**config.mk**
```make
export PLATFORM = sky130hd
export DESIGN_NAME = wdrs_top
export DESIGN_NICKNAME = d
export VERILOG_FILES = /design/src/wdrs_pkg.sv /design/src/wdrs_top.sv
export SDC_FILE = /design/constraint.sdc
export NUM_CORES = 1
export LEC_CHECK = 0
export BUFFER_PORTS_ARGS = -buffer_cell sky130_fd_sc_hd__clkbuf_2
export CORE_ASPECT_RATIO = 1.75
export CORE_MARGIN = 1.5
export CORE_UTILIZATION = 35
export CTS_BUF_LIST = sky130_fd_sc_hd__clkbuf_16
export CTS_CLUSTER_SIZE = 40
export DETAILED_ROUTE_END_ITERATION = 6
export PLACE_DENSITY = 0.56
export SYNTH_ARGS = -nofsm -noshare
export SYNTH_HDL_FRONTEND = slang
export SYNTH_SLANG_ARGS = --single-unit
```
**constraint.sdc**
```tcl
create_clock -name aclk -period 1.9 [get_ports aclk]
set_clock_uncertainty 0.15 [all_clocks]
set_input_delay 0.285 -clock aclk [delete_from_list [all_inputs] [get_ports aclk]]
set_output_delay 0.285 -clock aclk [all_outputs]
set_load 0.005 [all_outputs]
```
**src/wdrs_pkg.sv**
```systemverilog
// Purpose: constants and types for the watchdog and reset-cause block
// Assumes: 32-bit AXI4-Lite register access, one word per register
// Notes:   oscillator counts are in oscillator cycles, others in aclk
package wdrs_pkg;
	// ------------------------------------------------------------
	// register map
	// ------------------------------------------------------------
	localparam int         ADDR_W       = 8;
	localparam logic [7:0] OFS_CAUSE    = 8'h00;
	localparam logic [7:0] OFS_CTRL     = 8'h04;
	localparam logic [7:0] OFS_IRQ_STAT = 8'h08;
	localparam logic [7:0] OFS_IRQ_CLR  = 8'h0c;
	localparam logic [7:0] OFS_IRQ_EN   = 8'h10;
	localparam logic [7:0] OFS_COUNT    = 8'h14;
	// ------------------------------------------------------------
	// field positions
	// ------------------------------------------------------------
	localparam int BIT_SCAN     = 4;
	localparam int BIT_WDOG     = 3;
	localparam int BIT_BROWNOUT = 2;
	localparam int BIT_EXT      = 1;
	localparam int BIT_POR      = 0;
	localparam int IRQ_EXPIRE   = 0;
	localparam int IRQ_OFF      = 1;
	localparam int IRQ_W        = 2;
	// ------------------------------------------------------------
	// reset values
	// ------------------------------------------------------------
	localparam logic [7:0]       RST_CAUSE = 8'h01;
	localparam logic [7:0]       RST_CTRL  = 8'h00;
	localparam logic [IRQ_W-1:0] RST_IRQ   = 2'h0;
	// ------------------------------------------------------------
	// timing
	// ------------------------------------------------------------
	localparam int         CLK_HZ            = 20_000_000;
	localparam int         OSC_HZ            = 1_000_000;
	localparam int         TIMEOUT_BASE_CYC  = 16384;
	localparam int         CNT_W             = 22;
	localparam int         STARTUP_DELAY_CYC = 64;
	localparam logic [2:0] TOE_CYC           = 3'h4;
	// ------------------------------------------------------------
	// bus answers
	// ------------------------------------------------------------
	localparam logic [1:0] RESP_OKAY   = 2'h0;
	localparam logic [1:0] RESP_SLVERR = 2'h2;
	// ------------------------------------------------------------
	// types
	// ------------------------------------------------------------
	typedef enum logic [3:0] {
		ST_RUN   = 4'b0001,
		ST_PULSE = 4'b0010,
		ST_SRC   = 4'b0100,
		ST_DELAY = 4'b1000
	} wdrs_state_t;
	typedef struct packed {
		logic scan;
		logic brownout;
		logic ext;
		logic por;
	} wdrs_src_t;
	typedef struct packed {
		logic [2:0] rsvd;
		logic       wdog_turnoff_enable;
		logic       wdog_enable_bit;
		logic [2:0] wdog_period_sel;
	} wdrs_ctrl_t;
endpackage

```
**src/wdrs_top.sv**
```systemverilog
// Purpose: watchdog timer with reset sequencing and reset-cause flags
// Assumes: oscillator pin and reset sources are asynchronous to aclk
// Notes:   aresetn acts as power-on for the block
//
// Notes on behaviour
// expiry gives an internal reset pulse of exactly one clock cycle
// delay counter starts when pulse falls; internal reset held until done
// watchdog counter advances on ticks of the separate 1MHz oscillator
// counter zeroed on restart, on disable, and during any chip reset
// enabled watchdog expiring without restart resets the chip
// period codes 0..7 select 16K up to 2048K oscillator cycles
// turn-off enable bit clears itself four cycles after being set
// writing enable one enables; zero disables only when turn-off is set
// clearing enable while turn-off is zero is ignored
// software writes both bits, then enable zero within four cycles
// control bits 7:5 always read zero
// scan reset flag set by scan reset; cleared by power-on or write 0
// watchdog flag set by watchdog reset; cleared by power-on or write 0
// brown-out flag set by brown-out; cleared by power-on or write 0
// external flag set by pin reset; cleared by power-on or write 0
// power-on flag set by power-on; cleared only by writing zero
// software should read then clear the cause flags early
// writing one to a cause flag leaves it unchanged
`timescale 1ns/1ps
module wdrs_top
	import wdrs_pkg::*;
#(
	parameter int TIMEOUT_BASE = TIMEOUT_BASE_CYC,
	parameter int STARTUP_CYC  = STARTUP_DELAY_CYC
) (
	// clock and reset
	input  logic              aclk,
	input  logic              aresetn,
	// write address
	input  logic              awvalid,
	output logic              awready,
	input  logic [ADDR_W-1:0] awaddr,
	// write data
	input  logic              wvalid,
	output logic              wready,
	input  logic [31:0]       wdata,
	input  logic [3:0]        wstrb,
	// write response
	output logic              bvalid,
	input  logic              bready,
	output logic [1:0]        bresp,
	// read address
	input  logic              arvalid,
	output logic              arready,
	input  logic [ADDR_W-1:0] araddr,
	// read data
	output logic              rvalid,
	input  logic              rready,
	output logic [31:0]       rdata,
	output logic [1:0]        rresp,
	// core and oscillator
	input  logic              wdog_restart,
	input  logic              wdog_osc,
	// reset sources, asynchronous
	input  wdrs_src_t         reset_src,
	// reset outputs and interrupt
	output logic              wdog_reset_pulse,
	output logic              chip_reset,
	output logic              irq
);
	// ------------------------------------------------------------
	// functions
	// ------------------------------------------------------------
	localparam int DLY_W = $clog2(STARTUP_CYC + 1);

	function automatic logic reg_hit(
		input logic [ADDR_W-1:0] a,
		input logic [ADDR_W-1:0] ofs
	);
		return a[ADDR_W-1:2] == ofs[ADDR_W-1:2];
	endfunction

	function automatic logic [CNT_W-1:0] last_count(
		input logic [2:0] sel
	);
		return CNT_W'((TIMEOUT_BASE << sel) - 1);
	endfunction

	// ------------------------------------------------------------
	// declarations
	// ------------------------------------------------------------
	logic [2:0]        osc_sync_reg;
	wdrs_src_t         src_s1_reg;
	wdrs_src_t         src_s2_reg;
	wdrs_state_t       state_reg;
	wdrs_state_t       state_next;
	logic [DLY_W-1:0]  delay_reg;
	logic [CNT_W-1:0]  wcnt_reg;
	wdrs_ctrl_t        ctrl_reg;
	logic [2:0]        toe_cnt_reg;
	logic [7:0]        cause_reg;
	logic [IRQ_W-1:0]  irq_stat_reg;
	logic [IRQ_W-1:0]  irq_en_reg;
	logic              irq_reg;
	logic              pulse_reg;
	logic              chip_rst_reg;
	logic              awready_reg;
	logic              wready_reg;
	logic              aw_hold_reg;
	logic              w_hold_reg;
	logic [ADDR_W-1:0] awaddr_reg;
	logic [31:0]       wdata_reg;
	logic [3:0]        wstrb_reg;
	logic              bvalid_reg;
	logic [1:0]        bresp_reg;
	logic              arready_reg;
	logic              rvalid_reg;
	logic [31:0]       rdata_reg;
	logic [1:0]        rresp_reg;

	// ------------------------------------------------------------
	// decode and datapath wires
	// ------------------------------------------------------------
	wire              tick     = osc_sync_reg[1] & ~osc_sync_reg[2];
	wire              src_any  = |src_s2_reg;
	wire              in_reset = state_reg != ST_RUN;
	wire              aw_fire  = awvalid & awready_reg;
	wire              w_fire   = wvalid & wready_reg;
	wire              b_fire   = bvalid_reg & bready;
	wire              ar_fire  = arvalid & arready_reg;
	wire              r_fire   = rvalid_reg & rready;
	wire              wr_go    = aw_hold_reg & w_hold_reg & ~bvalid_reg;
	wire              wr_lane  = wr_go & wstrb_reg[0];
	wire wdrs_ctrl_t  wd_ctrl  = wdrs_ctrl_t'(wdata_reg[7:0]);
	wire [7:0]        wd_byte  = wdata_reg[7:0];

	wire hit_cause = reg_hit(awaddr_reg, OFS_CAUSE);
	wire hit_ctrl  = reg_hit(awaddr_reg, OFS_CTRL);
	wire hit_iclr  = reg_hit(awaddr_reg, OFS_IRQ_CLR);
	wire hit_ien   = reg_hit(awaddr_reg, OFS_IRQ_EN);
	wire hit_istat = reg_hit(awaddr_reg, OFS_IRQ_STAT);
	wire hit_cnt   = reg_hit(awaddr_reg, OFS_COUNT);
	wire wr_hit    = hit_cause | hit_ctrl | hit_iclr | hit_ien |
	                 hit_istat | hit_cnt;

	wire wr_cause  = wr_lane & hit_cause;
	wire wr_ctrl   = wr_lane & hit_ctrl;
	wire wr_iclr   = wr_lane & hit_iclr;
	wire wr_ien    = wr_lane & hit_ien;

	// watchdog counter control
	wire wcnt_clr  = in_reset | wdog_restart |
	                 ~ctrl_reg.wdog_enable_bit;
	wire at_last   = wcnt_reg == last_count(ctrl_reg.wdog_period_sel);
	wire expire    = tick & at_last & ~wcnt_clr;

	// enable bit: set by one, cleared only under turn-off
	wire en_write  = wd_ctrl.wdog_enable_bit ? 1'b1 :
	                 ctrl_reg.wdog_turnoff_enable ? 1'b0 :
	                 ctrl_reg.wdog_enable_bit;
	wire off_evt   = wr_ctrl & ctrl_reg.wdog_enable_bit & ~en_write;
	wire toe_set   = wr_ctrl & wd_ctrl.wdog_turnoff_enable;
	wire toe_end   = toe_cnt_reg == 3'h1;

	// cause flags: write zero clears, write one keeps, set wins
	wire [7:0] cause_kept = wr_cause ? (cause_reg & wd_byte) :
	                        cause_reg;
	wire [7:0] cause_set  = {3'h0, src_s2_reg.scan, expire,
	                         src_s2_reg.brownout, src_s2_reg.ext,
	                         1'b0};
	wire [7:0] cause_next = src_s2_reg.por ? RST_CAUSE :
	                        ((cause_kept | cause_set) & 8'h1f);

	// interrupt status
	wire [IRQ_W-1:0] irq_evt  = {off_evt, expire};
	wire [IRQ_W-1:0] irq_clr  = wr_iclr ? wd_byte[IRQ_W-1:0] : RST_IRQ;
	wire [IRQ_W-1:0] istat_nx = (irq_stat_reg & ~irq_clr) | irq_evt;
	wire [IRQ_W-1:0] ien_nx   = wr_ien ? wd_byte[IRQ_W-1:0] :
	                            irq_en_reg;

	// read decode
	wire rd_cause = reg_hit(araddr, OFS_CAUSE);
	wire rd_ctrl  = reg_hit(araddr, OFS_CTRL);
	wire rd_istat = reg_hit(araddr, OFS_IRQ_STAT);
	wire rd_iclr  = reg_hit(araddr, OFS_IRQ_CLR);
	wire rd_ien   = reg_hit(araddr, OFS_IRQ_EN);
	wire rd_cnt   = reg_hit(araddr, OFS_COUNT);
	wire rd_hit   = rd_cause | rd_ctrl | rd_istat | rd_iclr |
	                rd_ien | rd_cnt;
	wire [31:0] rd_data =
		rd_cause ? {24'h0, cause_reg} :
		rd_ctrl  ? {24'h0, 3'h0, ctrl_reg[4:0]} :
		rd_istat ? {30'h0, irq_stat_reg} :
		rd_ien   ? {30'h0, irq_en_reg} :
		rd_cnt   ? {{(32 - CNT_W){1'b0}}, wcnt_reg} :
		32'h0;

	// ------------------------------------------------------------
	// synchronisers
	// ------------------------------------------------------------
	always_ff @(posedge aclk) begin
		if (!aresetn) begin
			osc_sync_reg <= 3'h0;
		end else begin
			osc_sync_reg <= {osc_sync_reg[1:0], wdog_osc};
		end
	end

	always_ff @(posedge aclk) begin
		if (!aresetn) begin
			src_s1_reg <= '0;
			src_s2_reg <= '0;
		end else begin
			src_s1_reg <= reset_src;
			src_s2_reg <= src_s1_reg;
		end
	end

	// ------------------------------------------------------------
	// reset sequencer
	// ------------------------------------------------------------
	always_comb begin
		state_next = state_reg;
		unique case (state_reg)
			ST_RUN: begin
				if (src_any) begin
					state_next = ST_SRC;
				end else if (expire) begin
					state_next = ST_PULSE;
				end
			end
			ST_PULSE: begin
				state_next = src_any ? ST_SRC : ST_DELAY;
			end
			ST_SRC: begin
				if (!src_any) begin
					state_next = ST_DELAY;
				end
			end
			ST_DELAY: begin
				if (src_any) begin
					state_next = ST_SRC;
				end else if (delay_reg == '0) begin
					state_next = ST_RUN;
				end
			end
			default: begin
				state_next = ST_SRC;
			end
		endcase
	end

	always_ff @(posedge aclk) begin
		if (!aresetn) begin
			state_reg    <= ST_RUN;
			pulse_reg    <= 1'b0;
			chip_rst_reg <= 1'b0;
		end else begin
			state_reg    <= state_next;
			pulse_reg    <= state_next == ST_PULSE;
			chip_rst_reg <= state_next != ST_RUN;
		end
	end

	always_ff @(posedge aclk) begin
		if (!aresetn) begin
			delay_reg <= DLY_W'(STARTUP_CYC - 1);
		end else if (state_reg != ST_DELAY) begin
			delay_reg <= DLY_W'(STARTUP_CYC - 1);
		end else begin
			delay_reg <= delay_reg - 1'b1;
		end
	end

	// ------------------------------------------------------------
	// watchdog counter
	// ------------------------------------------------------------
	always_ff @(posedge aclk) begin
		if (!aresetn) begin
			wcnt_reg <= '0;
		end else if (wcnt_clr || expire) begin
			wcnt_reg <= '0;
		end else if (tick) begin
			wcnt_reg <= wcnt_reg + 1'b1;
		end
	end

	// ------------------------------------------------------------
	// control register
	// ------------------------------------------------------------
	always_ff @(posedge aclk) begin
		if (!aresetn) begin
			ctrl_reg <= wdrs_ctrl_t'(RST_CTRL);
		end else if (in_reset) begin
			ctrl_reg <= wdrs_ctrl_t'(RST_CTRL);
		end else begin
			if (wr_ctrl) begin
				ctrl_reg.wdog_enable_bit <= en_write;
				ctrl_reg.wdog_period_sel <= wd_ctrl.wdog_period_sel;
			end
			if (toe_set) begin
				ctrl_reg.wdog_turnoff_enable <= 1'b1;
			end else if (toe_end) begin
				ctrl_reg.wdog_turnoff_enable <= 1'b0;
			end
		end
	end

	always_ff @(posedge aclk) begin
		if (!aresetn || in_reset) begin
			toe_cnt_reg <= 3'h0;
		end else if (toe_set) begin
			toe_cnt_reg <= TOE_CYC;
		end else if (toe_cnt_reg != 3'h0) begin
			toe_cnt_reg <= toe_cnt_reg - 1'b1;
		end
	end

	// ------------------------------------------------------------
	// reset-cause flags
	// ------------------------------------------------------------
	always_ff @(posedge aclk) begin
		if (!aresetn) begin
			cause_reg <= RST_CAUSE;
		end else begin
			cause_reg <= cause_next;
		end
	end

	// ------------------------------------------------------------
	// interrupt
	// ------------------------------------------------------------
	always_ff @(posedge aclk) begin
		if (!aresetn) begin
			irq_stat_reg <= RST_IRQ;
			irq_en_reg   <= RST_IRQ;
			irq_reg      <= 1'b0;
		end else begin
			irq_stat_reg <= istat_nx;
			irq_en_reg   <= ien_nx;
			irq_reg      <= |(istat_nx & ien_nx);
		end
	end

	// ------------------------------------------------------------
	// axi write channels
	// ------------------------------------------------------------
	always_ff @(posedge aclk) begin
		if (!aresetn) begin
			awready_reg <= 1'b1;
			aw_hold_reg <= 1'b0;
			awaddr_reg  <= '0;
		end else begin
			if (aw_fire) begin
				awready_reg <= 1'b0;
				aw_hold_reg <= 1'b1;
				awaddr_reg  <= awaddr;
			end else if (wr_go) begin
				aw_hold_reg <= 1'b0;
			end else if (b_fire) begin
				awready_reg <= 1'b1;
			end
		end
	end

	always_ff @(posedge aclk) begin
		if (!aresetn) begin
			wready_reg <= 1'b1;
			w_hold_reg <= 1'b0;
			wdata_reg  <= 32'h0;
			wstrb_reg  <= 4'h0;
		end else begin
			if (w_fire) begin
				wready_reg <= 1'b0;
				w_hold_reg <= 1'b1;
				wdata_reg  <= wdata;
				wstrb_reg  <= wstrb;
			end else if (wr_go) begin
				w_hold_reg <= 1'b0;
			end else if (b_fire) begin
				wready_reg <= 1'b1;
			end
		end
	end

	always_ff @(posedge aclk) begin
		if (!aresetn) begin
			bvalid_reg <= 1'b0;
			bresp_reg  <= RESP_OKAY;
		end else if (wr_go) begin
			bvalid_reg <= 1'b1;
			bresp_reg  <= wr_hit ? RESP_OKAY : RESP_SLVERR;
		end else if (b_fire) begin
			bvalid_reg <= 1'b0;
		end
	end

	// ------------------------------------------------------------
	// axi read channels
	// ------------------------------------------------------------
	always_ff @(posedge aclk) begin
		if (!aresetn) begin
			arready_reg <= 1'b1;
			rvalid_reg  <= 1'b0;
			rdata_reg   <= 32'h0;
			rresp_reg   <= RESP_OKAY;
		end else if (ar_fire) begin
			arready_reg <= 1'b0;
			rvalid_reg  <= 1'b1;
			rdata_reg   <= rd_data;
			rresp_reg   <= rd_hit ? RESP_OKAY : RESP_SLVERR;
		end else if (r_fire) begin
			arready_reg <= 1'b1;
			rvalid_reg  <= 1'b0;
		end
	end

	// ------------------------------------------------------------
	// outputs
	// ------------------------------------------------------------
	assign awready          = awready_reg;
	assign wready           = wready_reg;
	assign bvalid           = bvalid_reg;
	assign bresp            = bresp_reg;
	assign arready          = arready_reg;
	assign rvalid           = rvalid_reg;
	assign rdata            = rdata_reg;
	assign rresp            = rresp_reg;
	assign wdog_reset_pulse = pulse_reg;
	assign chip_reset       = chip_rst_reg;
	assign irq              = irq_reg;
endmodule

```
==> metrics.txt, run 1 <==
root buf cell clkbuf_16; Clock Pin Slew Worst Setup and Hold Paths around 70 ps; VDD IR max a little under 0.5 mV; Critical Path RT just over 2000 ps; register area share after synthesis 0.449; Unique masters post-synth slightly below 60; Hold Crit Class in2reg; endpoint type of the worst setup path flop; ANT cells 0; die height ~160 um; clock period minus worst slack between 1500 and 2000 ps; top_reg_cell synth dfxtp_1; Final setup viols 0; Chip Width ~90 um; Post-Synthesis Cells 551; count of final hold-check violations 0; internal power between 0.003 and 0.004 W; first-pass GRT wire length around 19 mm; setup TNS 0 ps; routed wire length roughly 12 mm; Finished Cell Area around 0.0060 mm^2; Overflow after GRT 0; total of max-cap violations 0; vias in the first global route 4076; sequential share of power 0.532; fin util 0.449; worst path bufs/invs 1; I/O Buffers 62; Sw Ratio 0.244; Post-Synth Adder-Cell Area 0.0157; via count 4139; CP arrival 2030 ps; DRT iter0 DRCs 117; EDFF count, synth 0; die area 0.0144 mm^2; register bit total from synthesis about 110; GRT Overall Usage 0.166; crit path kind reg2reg; PwrDens approximately 730 mW/mm^2; CP max stage cell dfxtp_2; syn avg cell area slightly below 9 um^2; vias per std cell around 4.9; CORE AREA between 0.01 and 0.015 mm^2; P_sw roughly 0.0011 W; Final period util 0.996; worst stage delay on the critical path roughly 360 ps; GPL Wtd Cong 0.849; H-tree depth 3; Slew Limit Fails 0; most common cell in the netlist dfxtp_1; final cell count without fillers between 800 and 900; Post-DP Area ~0.0055 mm^2; Post-synth top cells dfxtp_1, nand2_1, a21oi_1, nor2_1, nand3_1; CP delay by family, top simple AND/OR/NAND/NOR gates; worst-path cell chain ha_4, nand4b_1, nor3_2, and3_1, and4b_2, buf_12, a21o_1; CTS tree yes; largest family of logic cells by synthesized area simple AND/OR/NAND/NOR gates; post-DR wirelength/cell between 10 and 15 um; status completed; P&R area growth vs syn 26.1%; CTS sink count about 110; synth top area cells dfxtp_1, a21oi_1, nand2_1, xnor2_1, nand3_1; Pleak 2.32 nW; complex-gate fraction of the synthesized area 0.127; maximum root-to-sink buffer count 2; area share of xor/xnor cells in the synthesized design 0.0551; share of power burned in combinational logic 0.070; residual DRC count 0; simple-gate share of the synthesized area 0.267; clock power share 0.398; Async S/R FF share, synth 0; Synth area leader dfxtp_1; Clock Latency Late Sink 350 ps; placed insts between 800 and 900; Initial Utilization 0.356; FMAX between 0.5 and 0.6 GHz; Worst Path Max Fanout 13; Syn. warnings 0; final hold slack 12.2 ps; post-DP HPWL 8.90 mm; Yosys top cell area share 0.449; CTS Buf Count 9; nets 731; initial antenna violation count 0; Synth Cell Area 0.00477 mm^2; startpoint types flop; num ports roughly 110; mux contribution to synthesized area 0.0192; layout cell share with drive strength beyond 1 0.256; unrepaired setup endpoints after global routing yes; remaining antenna violation count 0; pin count of the biggest net entering global routing 26; FP Rows 56; First-pass DRT Iterations 4
-- cell usage in the layout (no fill, tap or decap), types with 17 or more instances in the layout --
cell	instances
nand3_1	26
clkbuf_2	62
nor2_1	30
a21oi_1	64
dfxtp_1	102
nor3_1	17
inv_1	20
nand2_1	78
xnor2_1	17
buf_4	53
-- worst register-to-register path: stages (launching register included) --
cell and delay [ps]:
dfxtp_2 360, ha_4 130, nand4b_1 190, nor3_2 270, and3_1 170, and4b_2 270, buf_12 160, a21o_1 140
-- through the flow --
| stage | setup slack (ps) | power, W |
|---|---|---|
| after CTS | -6.98 | 0.00447 |
| after detailed placement | -76.1 | 0.00269 |
| after floorplan | -17.4 | 0.00257 |
| after global placement | -60.5 | 0.00268 |
| after global routing | -67.2 | 0.00460 |
| final | 7.35 | 0.00441 |
-- cell type report --
type                    instances  area [um^2]
well taps                     174          218
inverters                      19         71.3
repair buffers                128          860
clock buffers                   9          225
fillers                      1344         7370
clock inverters                 7         52.6
multi-input cells             395         2440
flip-flops and latches        107         2150
-- worst paths after layout --
kind	from	endpoint	slack (ps)	cells past startpoint
worst max-delay path	wcnt_reg[0]	chip_reset	7	7
worst min register to register	delay_reg[0]	delay_reg[0]	270	1
worst max register to register	wcnt_reg[0]	chip_reset	7	7
worst min-delay path	awaddr[5]	awaddr_reg[5]	10	3
-- what timing repair did --
item / CTS / global route
setup buffers: 0 / 2
pin swaps: 3 / 6
resized for setup: 8 / 11
endpoints found under the hold margin: 10 / 0
setup endpoints to repair: 23 / 33
hold buffers: 10 / 0
-- cells by family after synthesis --
kind of cell | Yosys count
simple gates | 235
flops | 107
compound gates | 103
buf+inv | 60
xor+xnor | 30
mux | 9
fa+ha+maj | 6
other cells | 1
-- power groups by stage --
stage	clock (W)	sequential, W	combinational, W
CTS	0.00182	0.00234	0.000313
global route	0.00190	0.00235	0.000349
finish	0.00175	0.00235	0.000310
detailed placement	0	0.00240	0.000296
global placement	0	0.00239	0.000289
floorplan	0	0.00239	0.000187
-- metal layers --
layer  share of wire  global-route usage
met1            0.39               0.170
met2            0.55               0.324
met3           0.028              0.0266
met4           0.023              0.0714
met5               0                   0
Power figures use the tool's default switching activity.
==> run 2: changes to the inputs <==
- PLACE_DENSITY: 0.56 -> 0.54
- clock period: 1.9 -> 1.93 ns (I/O delays scaled with it)
==> run 2 against run 1 <==
- the flow now finishes with violations (negative setup slack)
- sequential power shrank 2%
- first-iteration DRC count grew 21%
- hold slack lost 7.0 ps
- final cell count shrank 0.83%
- power grew 0.34%
- non-clock buffer count shrank 7
- largest power group unchanged
- highest routed layer unchanged
==> metrics.txt, run 2 (same netlist as run 1, synthesis figures left out) <==
worst r2r src wcnt_reg[0] (unchanged); ANT cells 0 (unchanged); residual DRC count 0 (unchanged); Finished Cell Area 0.00606 mm^2 (was 0.00601 mm^2); setup TNS -775 ps (was 0 ps); CTS Buf Count 9 (unchanged); CP max stage cell dfxtp_2 (unchanged); CORE AREA 0.0134 mm^2 (unchanged); GPL Wtd Cong 0.883 (was 0.849); count of final hold-check violations 0 (unchanged); worst-path cell chain ha_4, nand4b_1, buf_4, nor3_4, and3_1, and4b_2, clkbuf_16, nor3_2 (was ha_4, nand4b_1, nor3_2, and3_1, and4b_2, buf_12, a21o_1); Post-DP Area 0.00550 mm^2 (was 0.00554 mm^2); initial antenna violation count 0 (unchanged); status finished, violations left (was completed); root buf cell clkbuf_16 (unchanged); Critical Path RT 2010 ps (was 2040 ps); Chip Width 91.2 um (unchanged); startpoint types flop (unchanged); die height 157 um (unchanged); reg2reg setup slack -60 ps (was 7 ps); die area 0.0144 mm^2 (unchanged); Worst path depth 8 (was 7); GRT Overall Usage 0.169 (was 0.166); Final period util 1.03 (was 0.996); Pleak 2.35 nW (was 2.32 nW); first-pass GRT wire length 19.3 mm (was 18.9 mm); pin count of the biggest net entering global routing 26 (unchanged); Final setup viols 20 (was 0); First-pass DRT Iterations 4 (unchanged); num ports 109 (unchanged); post-DR wirelength/cell 14.1 um (was 13.8 um); DRT iter0 DRCs 141 (was 117); VDD IR max 0.471 mV (was 0.492 mV); Clock Latency Late Sink 350 ps (about the same); Initial Utilization 0.356 (unchanged); PwrDens 731 mW/mm^2 (was 734 mW/mm^2); endpoint type of the worst setup path flop (unchanged); Hold Crit Class in2reg (unchanged); remaining antenna violation count 0 (unchanged); failing checks negative setup slack; final hold slack 5.27 ps (was 12.2 ps); CTS tree yes (unchanged); Overflow after GRT 0 (unchanged); placed insts 805 (was 811); clock power share 0.410 (was 0.398); routed wire length 11.7 mm (was 11.5 mm); unrepaired setup endpoints after global routing yes (unchanged); clock period minus worst slack 1990 ps (was 1890 ps); nets 724 (was 731); final cell count without fillers 832 (was 839); CP arrival 2070 ps (was 2030 ps); internal power 0.00331 W (was 0.00334 W); I/O Buffers 62 (unchanged); vias in the first global route 4080 (was 4076); maximum root-to-sink buffer count 2 (unchanged); sequential share of power 0.522 (was 0.532); worst reg2reg endpoint wcnt_reg[19] (was chip_reset); crit path kind reg2reg (unchanged); Slew Limit Fails 0 (unchanged); share of power burned in combinational logic 0.068 (was 0.070); vias per std cell 4.91 (was 4.93); Clock Pin Slew Worst Setup and Hold Paths 80 ps (was 70 ps); Critical Path Start wcnt_reg[0] (unchanged); r2r worst-path depth 8 (was 7); final setup margin -61.0 ps (was 7.35 ps); fin util 0.453 (was 0.449); P&R area growth vs syn 27.1% (was 26.1%); CTS sink count 107 (unchanged); CP delay by family, top simple AND/OR/NAND/NOR gates (unchanged); P_sw 0.00111 W (was 0.00107 W); H-tree depth 3 (unchanged); hold depth 3 (unchanged); FMAX 0.502 GHz (was 0.528 GHz); Sw Ratio 0.252 (was 0.244); post-DP HPWL 8.79 mm (was 8.90 mm); commonest non-fill, non-tap cell in the layout dfxtp_1 (unchanged); worst path bufs/invs 2 (was 1); most frequent cells in the layout dfxtp_1, nand2_1, a21oi_1, clkbuf_2, buf_4 (unchanged); Worst Path Max Fanout 6 (was 13); worst stage delay on the critical path 360 ps (about the same); FP Rows 56 (unchanged); layout cell share with drive strength beyond 1 0.258 (was 0.256); CP endpoint wcnt_reg[19] (was chip_reset); via count 4081 (was 4139); total of max-cap violations 0 (unchanged)
-- run 2: changes by cell type in the layout (fill, tap and decap cells not counted), sizes merged --
cell	delta
clkinvlp	-1
clkinv	-2
inv	+3
buf	-5
clkbuf	+1
dlygate4sd3	-3
-- run 2: what timing repair did --
item | 4_1_cts | 5_1_grt
endpoints found under the setup margin | 12 | 27
hold buffers | 7 | 0
buffers inserted | 0 | 3
gates resized for setup | 2 | 26
pin swaps | 3 | 15
gates cloned | 0 | 1
hold endpoints to repair | 7 | 0
-- run 2: worst min path at each step --
stage                             from  slack (ps)            end
after floorplan           delay_reg[0]         230   delay_reg[0]
after global placement    delay_reg[0]         250   delay_reg[0]
after detailed placement  delay_reg[0]         260   delay_reg[0]
after CTS                     wdata[2]         0.8   wdata_reg[2]
after global routing         awaddr[6]          20  awaddr_reg[6]
final                        awaddr[5]           5  awaddr_reg[5]
-- run 2: area by class of cell --
class | instances | area [um^2]
multi-input cells | 395 | 2500
clock buffers | 9 | 225
flip-flops and latches | 107 | 2140
clock inverters | 7 | 65.1
well taps | 174 | 218
repair buffers | 121 | 830
fillers | 1344 | 7330
inverters | 19 | 71.3
-- run 2: tightest hold or removal path: cells and delay by family --
kind	cells	cell delay (ps)
buffers and inverters	1	80
AO/OA/AOI/OAI	1	50
AND/OR/NAND/NOR	1	40
-- run 2: power groups by stage --
| stage | registers (W) | clock network [W] | logic [W] |
|---|---|---|---|
| after floorplan | 0.00235 | 0 | 0.000184 |
| after global placement | 0.00236 | 0 | 0.000283 |
| after detailed placement | 0.00236 | 0 | 0.000289 |
| after CTS | 0.00231 | 0.00185 | 0.000302 |
| after global routing | 0.00232 | 0.00194 | 0.000342 |
| final | 0.00231 | 0.00181 | 0.000300 |
-- run 2: metrics by stage --
| step | worst slack, ps | power [W] |
|---|---|---|
| after floorplan | 8.13 | 0.00253 |
| after global placement | -45.2 | 0.00264 |
| after detailed placement | -71.2 | 0.00265 |
| after CTS | -24.9 | 0.00446 |
| after global routing | -146 | 0.00460 |
| final | -61.0 | 0.00443 |
-- run 2: metal layers --
metal,part of all wire,GRT usage,vias up
met5,0,0,-
met4,0.017,0.0565,0
met3,0.022,0.0246,14
met2,0.57,0.338,66
met1,0.39,0.176,1917
li1,-,-,2084
==> run 3: changes to the inputs <==
--- a/config.mk
+++ b/config.mk
@@ -14,3 +14,3 @@
 export DETAILED_ROUTE_END_ITERATION = 6
-export PLACE_DENSITY = 0.54
+export PLACE_DENSITY = 0.6
 export SYNTH_ARGS = -nofsm -noshare
==> constraint.sdc (replaced) <==
create_clock -name aclk -period 1.93 [get_ports aclk]
set_clock_uncertainty 0.15 [all_clocks]
set_input_delay 0.0965 -clock aclk [delete_from_list [all_inputs] [get_ports aclk]]
set_output_delay 0.0965 -clock aclk [all_outputs]
set_load 0.005 [all_outputs]
==> run 3 against run 2 <==
- first-iteration DRC count up 11%
- die area unchanged
- sequential share of layout area up 0.13 points
- hold slack better by 3.0 ps
- routed wire length down 1.8%
- core utilization about the same
- sequential cell count unchanged
- the flow still finishes with violations (negative setup slack)
==> metrics.txt, run 3 (same netlist as run 1, synthesis figures left out) <==
root buf cell clkbuf_16 (unchanged); crit path kind reg2reg (unchanged); Chip Width 91.2 um (unchanged); Worst Path Max Fanout 3 (was 6); layout cell share with drive strength beyond 1 0.247 (was 0.258); endpoint type of the worst setup path flop (unchanged); startpoint types flop (unchanged); final setup margin -15.2 ps (was -61.0 ps); status finished, violations left (unchanged); worst r2r src wcnt_reg[0] (unchanged); most frequent cells in the layout dfxtp_1, nand2_1, a21oi_1, clkbuf_2, buf_4 (unchanged); residual DRC count 0 (unchanged); clock period minus worst slack 1950 ps (was 1990 ps); Final period util 1.01 (was 1.03); GRT Max-Usage Layer met2 (unchanged); Worst path depth 7 (was 8); Fill cells 1332 (was 1344); Clock Latency Late Sink 350 ps (about the same); FP Rows 56 (unchanged); num ports 109 (unchanged); commonest non-fill, non-tap cell in the layout dfxtp_1 (unchanged); P&R area growth vs syn 27.0% (was 27.1%); Post-DP Area 0.00546 mm^2 (was 0.00550 mm^2); Critical Path Start wcnt_reg[0] (unchanged); first-pass GRT wire length 19.0 mm (was 19.3 mm); Clock Pin Slew Worst Setup and Hold Paths 70 ps (was 80 ps); met2 usage 0.325 (was 0.338); DRT iter0 DRCs 156 (was 141); unrepaired setup endpoints after global routing yes (unchanged); ANT cells 0 (unchanged); register area 0.00215 mm^2 (was 0.00214 mm^2); total of max-cap violations 0 (unchanged); FMAX 0.514 GHz (was 0.502 GHz); CTS tree yes (unchanged); failing checks negative setup slack (unchanged); worst stage delay on the critical path 360 ps (about the same); post-DP HPWL 8.76 mm (was 8.79 mm); CTS sink count 107 (unchanged); worst-path cell chain ha_4, nand4b_1, buf_4, nor4_4, o31a_1, nand4_1, a21oi_1 (was ha_4, nand4b_1, buf_4, nor3_4, and3_1, and4b_2, clkbuf_16, nor3_2); post-DR wirelength/cell 13.7 um (was 14.1 um); maximum root-to-sink buffer count 2 (unchanged); Hold Crit Class in2reg (unchanged); Pleak 2.33 nW (was 2.35 nW); nets 736 (was 724); CP endpoint cause_reg[3] (was wcnt_reg[19]); grt met1 use 0.169 (was 0.176); count of final hold-check violations 0 (unchanged); reg2reg setup slack -20 ps (was -60 ps); First-pass DRT Iterations 4 (unchanged); routed wire length 11.5 mm (was 11.7 mm); CP max stage cell dfxtp_2 (unchanged); GPL Wtd Cong 0.882 (was 0.883); CORE AREA 0.0134 mm^2 (unchanged); PwrDens 719 mW/mm^2 (was 731 mW/mm^2); Slew Limit Fails 0 (unchanged); VDD IR max 0.421 mV (was 0.471 mV); CTS Buf Count 9 (unchanged); via count 4121 (was 4081); dpl ws -20.7 ps (was -71.2 ps); worst path bufs/invs 1 (was 2); CP arrival 2080 ps (was 2070 ps); vias per std cell 4.89 (was 4.91); Finished Cell Area 0.00605 mm^2 (was 0.00606 mm^2); Overflow after GRT 0 (unchanged); Critical Path RT 2060 ps (was 2010 ps); r2r worst-path depth 7 (was 8); vias in the first global route 4098 (was 4080); Final setup viols 1 (was 20); die height 157 um (unchanged); I/O Buffers 62 (unchanged); initial antenna violation count 0 (unchanged); die area 0.0144 mm^2 (unchanged); H-tree depth 3 (unchanged); CP delay by family, top simple AND/OR/NAND/NOR gates (unchanged); Initial Utilization 0.356 (unchanged); area of the multi-input gates 0.00243 mm^2 (was 0.00250 mm^2); worst reg2reg endpoint cause_reg[3] (was wcnt_reg[19]); pin count of the biggest net entering global routing 26 (unchanged); GRT Overall Usage 0.166 (was 0.169); met3 Track Usage GR 0.0256 (was 0.0246); remaining antenna violation count 0 (unchanged)
## run 3: changes by cell type in the layout (fill, tap and decap cells not counted), moves of 4 or more
cell	previous run	this run
dlygate4sd3_1	7	21
nor3_4	6	0
dfxtp_1	105	100
dfxtp_2	2	7
nor3_1	13	17
## run 3: repair_timing
item	CTS	global route
endpoints found under the hold margin	23	0
pin swaps	3	6
setup endpoints to repair	7	27
buffers inserted	0	4
cloned	0	0
hold buffers	21	0
gates resized for setup	1	19
## run 3: worst min path at each step
stage	start	endpoint	depth (start not counted)
after global routing	araddr[6]	rresp[1]	4
after CTS	awvalid	aw_hold_reg	3
final	awvalid	aw_hold_reg	3
after global placement	wdog_osc	osc_sync_reg[0]	2
after floorplan	wdog_osc	osc_sync_reg[0]	1
after detailed placement	reset_src[2]	src_s1_reg[2]	2
## run 3: final cells by class
class | instances | area share
Clock buffer | 9 | 0.0372
Clock inverter | 6 | 0.00806
Inverter | 19 | 0.0118
Multi-Input combinational cell | 395 | 0.402
Sequential cell | 107 | 0.355
Tap cell | 174 | 0.0360
Timing Repair Buffer | 133 | 0.150
## run 3: report_power, final
part | internal (W) | total [W] | switching [W]
sequential | 0.00226 | 0.00231 | 0.0000480
clock | 0.000885 | 0.00173 | 0.000843
combinational | 0.000145 | 0.000314 | 0.000169
total | 0.00329 | 0.00435 | 0.00106
## run 3: routing by layer
layer	share of wire	vias to the layer above
li1	-	2109
met3	0.023	13
met5	0	-
met4	0.021	0
met1	0.39	1930
met2	0.56	69
## run 3: worst reg2reg max path, cell delays in order (launching register included)
cell	delay, ps
dfxtp_2	360
ha_4	130
nand4b_1	190
buf_4	210
nor4_4	240
o31a_1	210
nand4_1	200
a21oi_1	200
## run 3: stage by stage
stage | total power (W) | instances | hold WS, ps | setup TNS [ps] | util
floorplan | 0.00253 | 562 | 73.8 | 0 | -
global placement | 0.00263 | 803 | 154 | 0 | 0.408
detailed placement | 0.00264 | 803 | 157 | -21.3 | 0.408
CTS | 0.00440 | 839 | 5.51 | -65.1 | 0.444
global route | 0.00454 | 843 | 30.7 | -486 | 0.452
finish | 0.00435 | 843 | 8.23 | -15.2 | 0.452
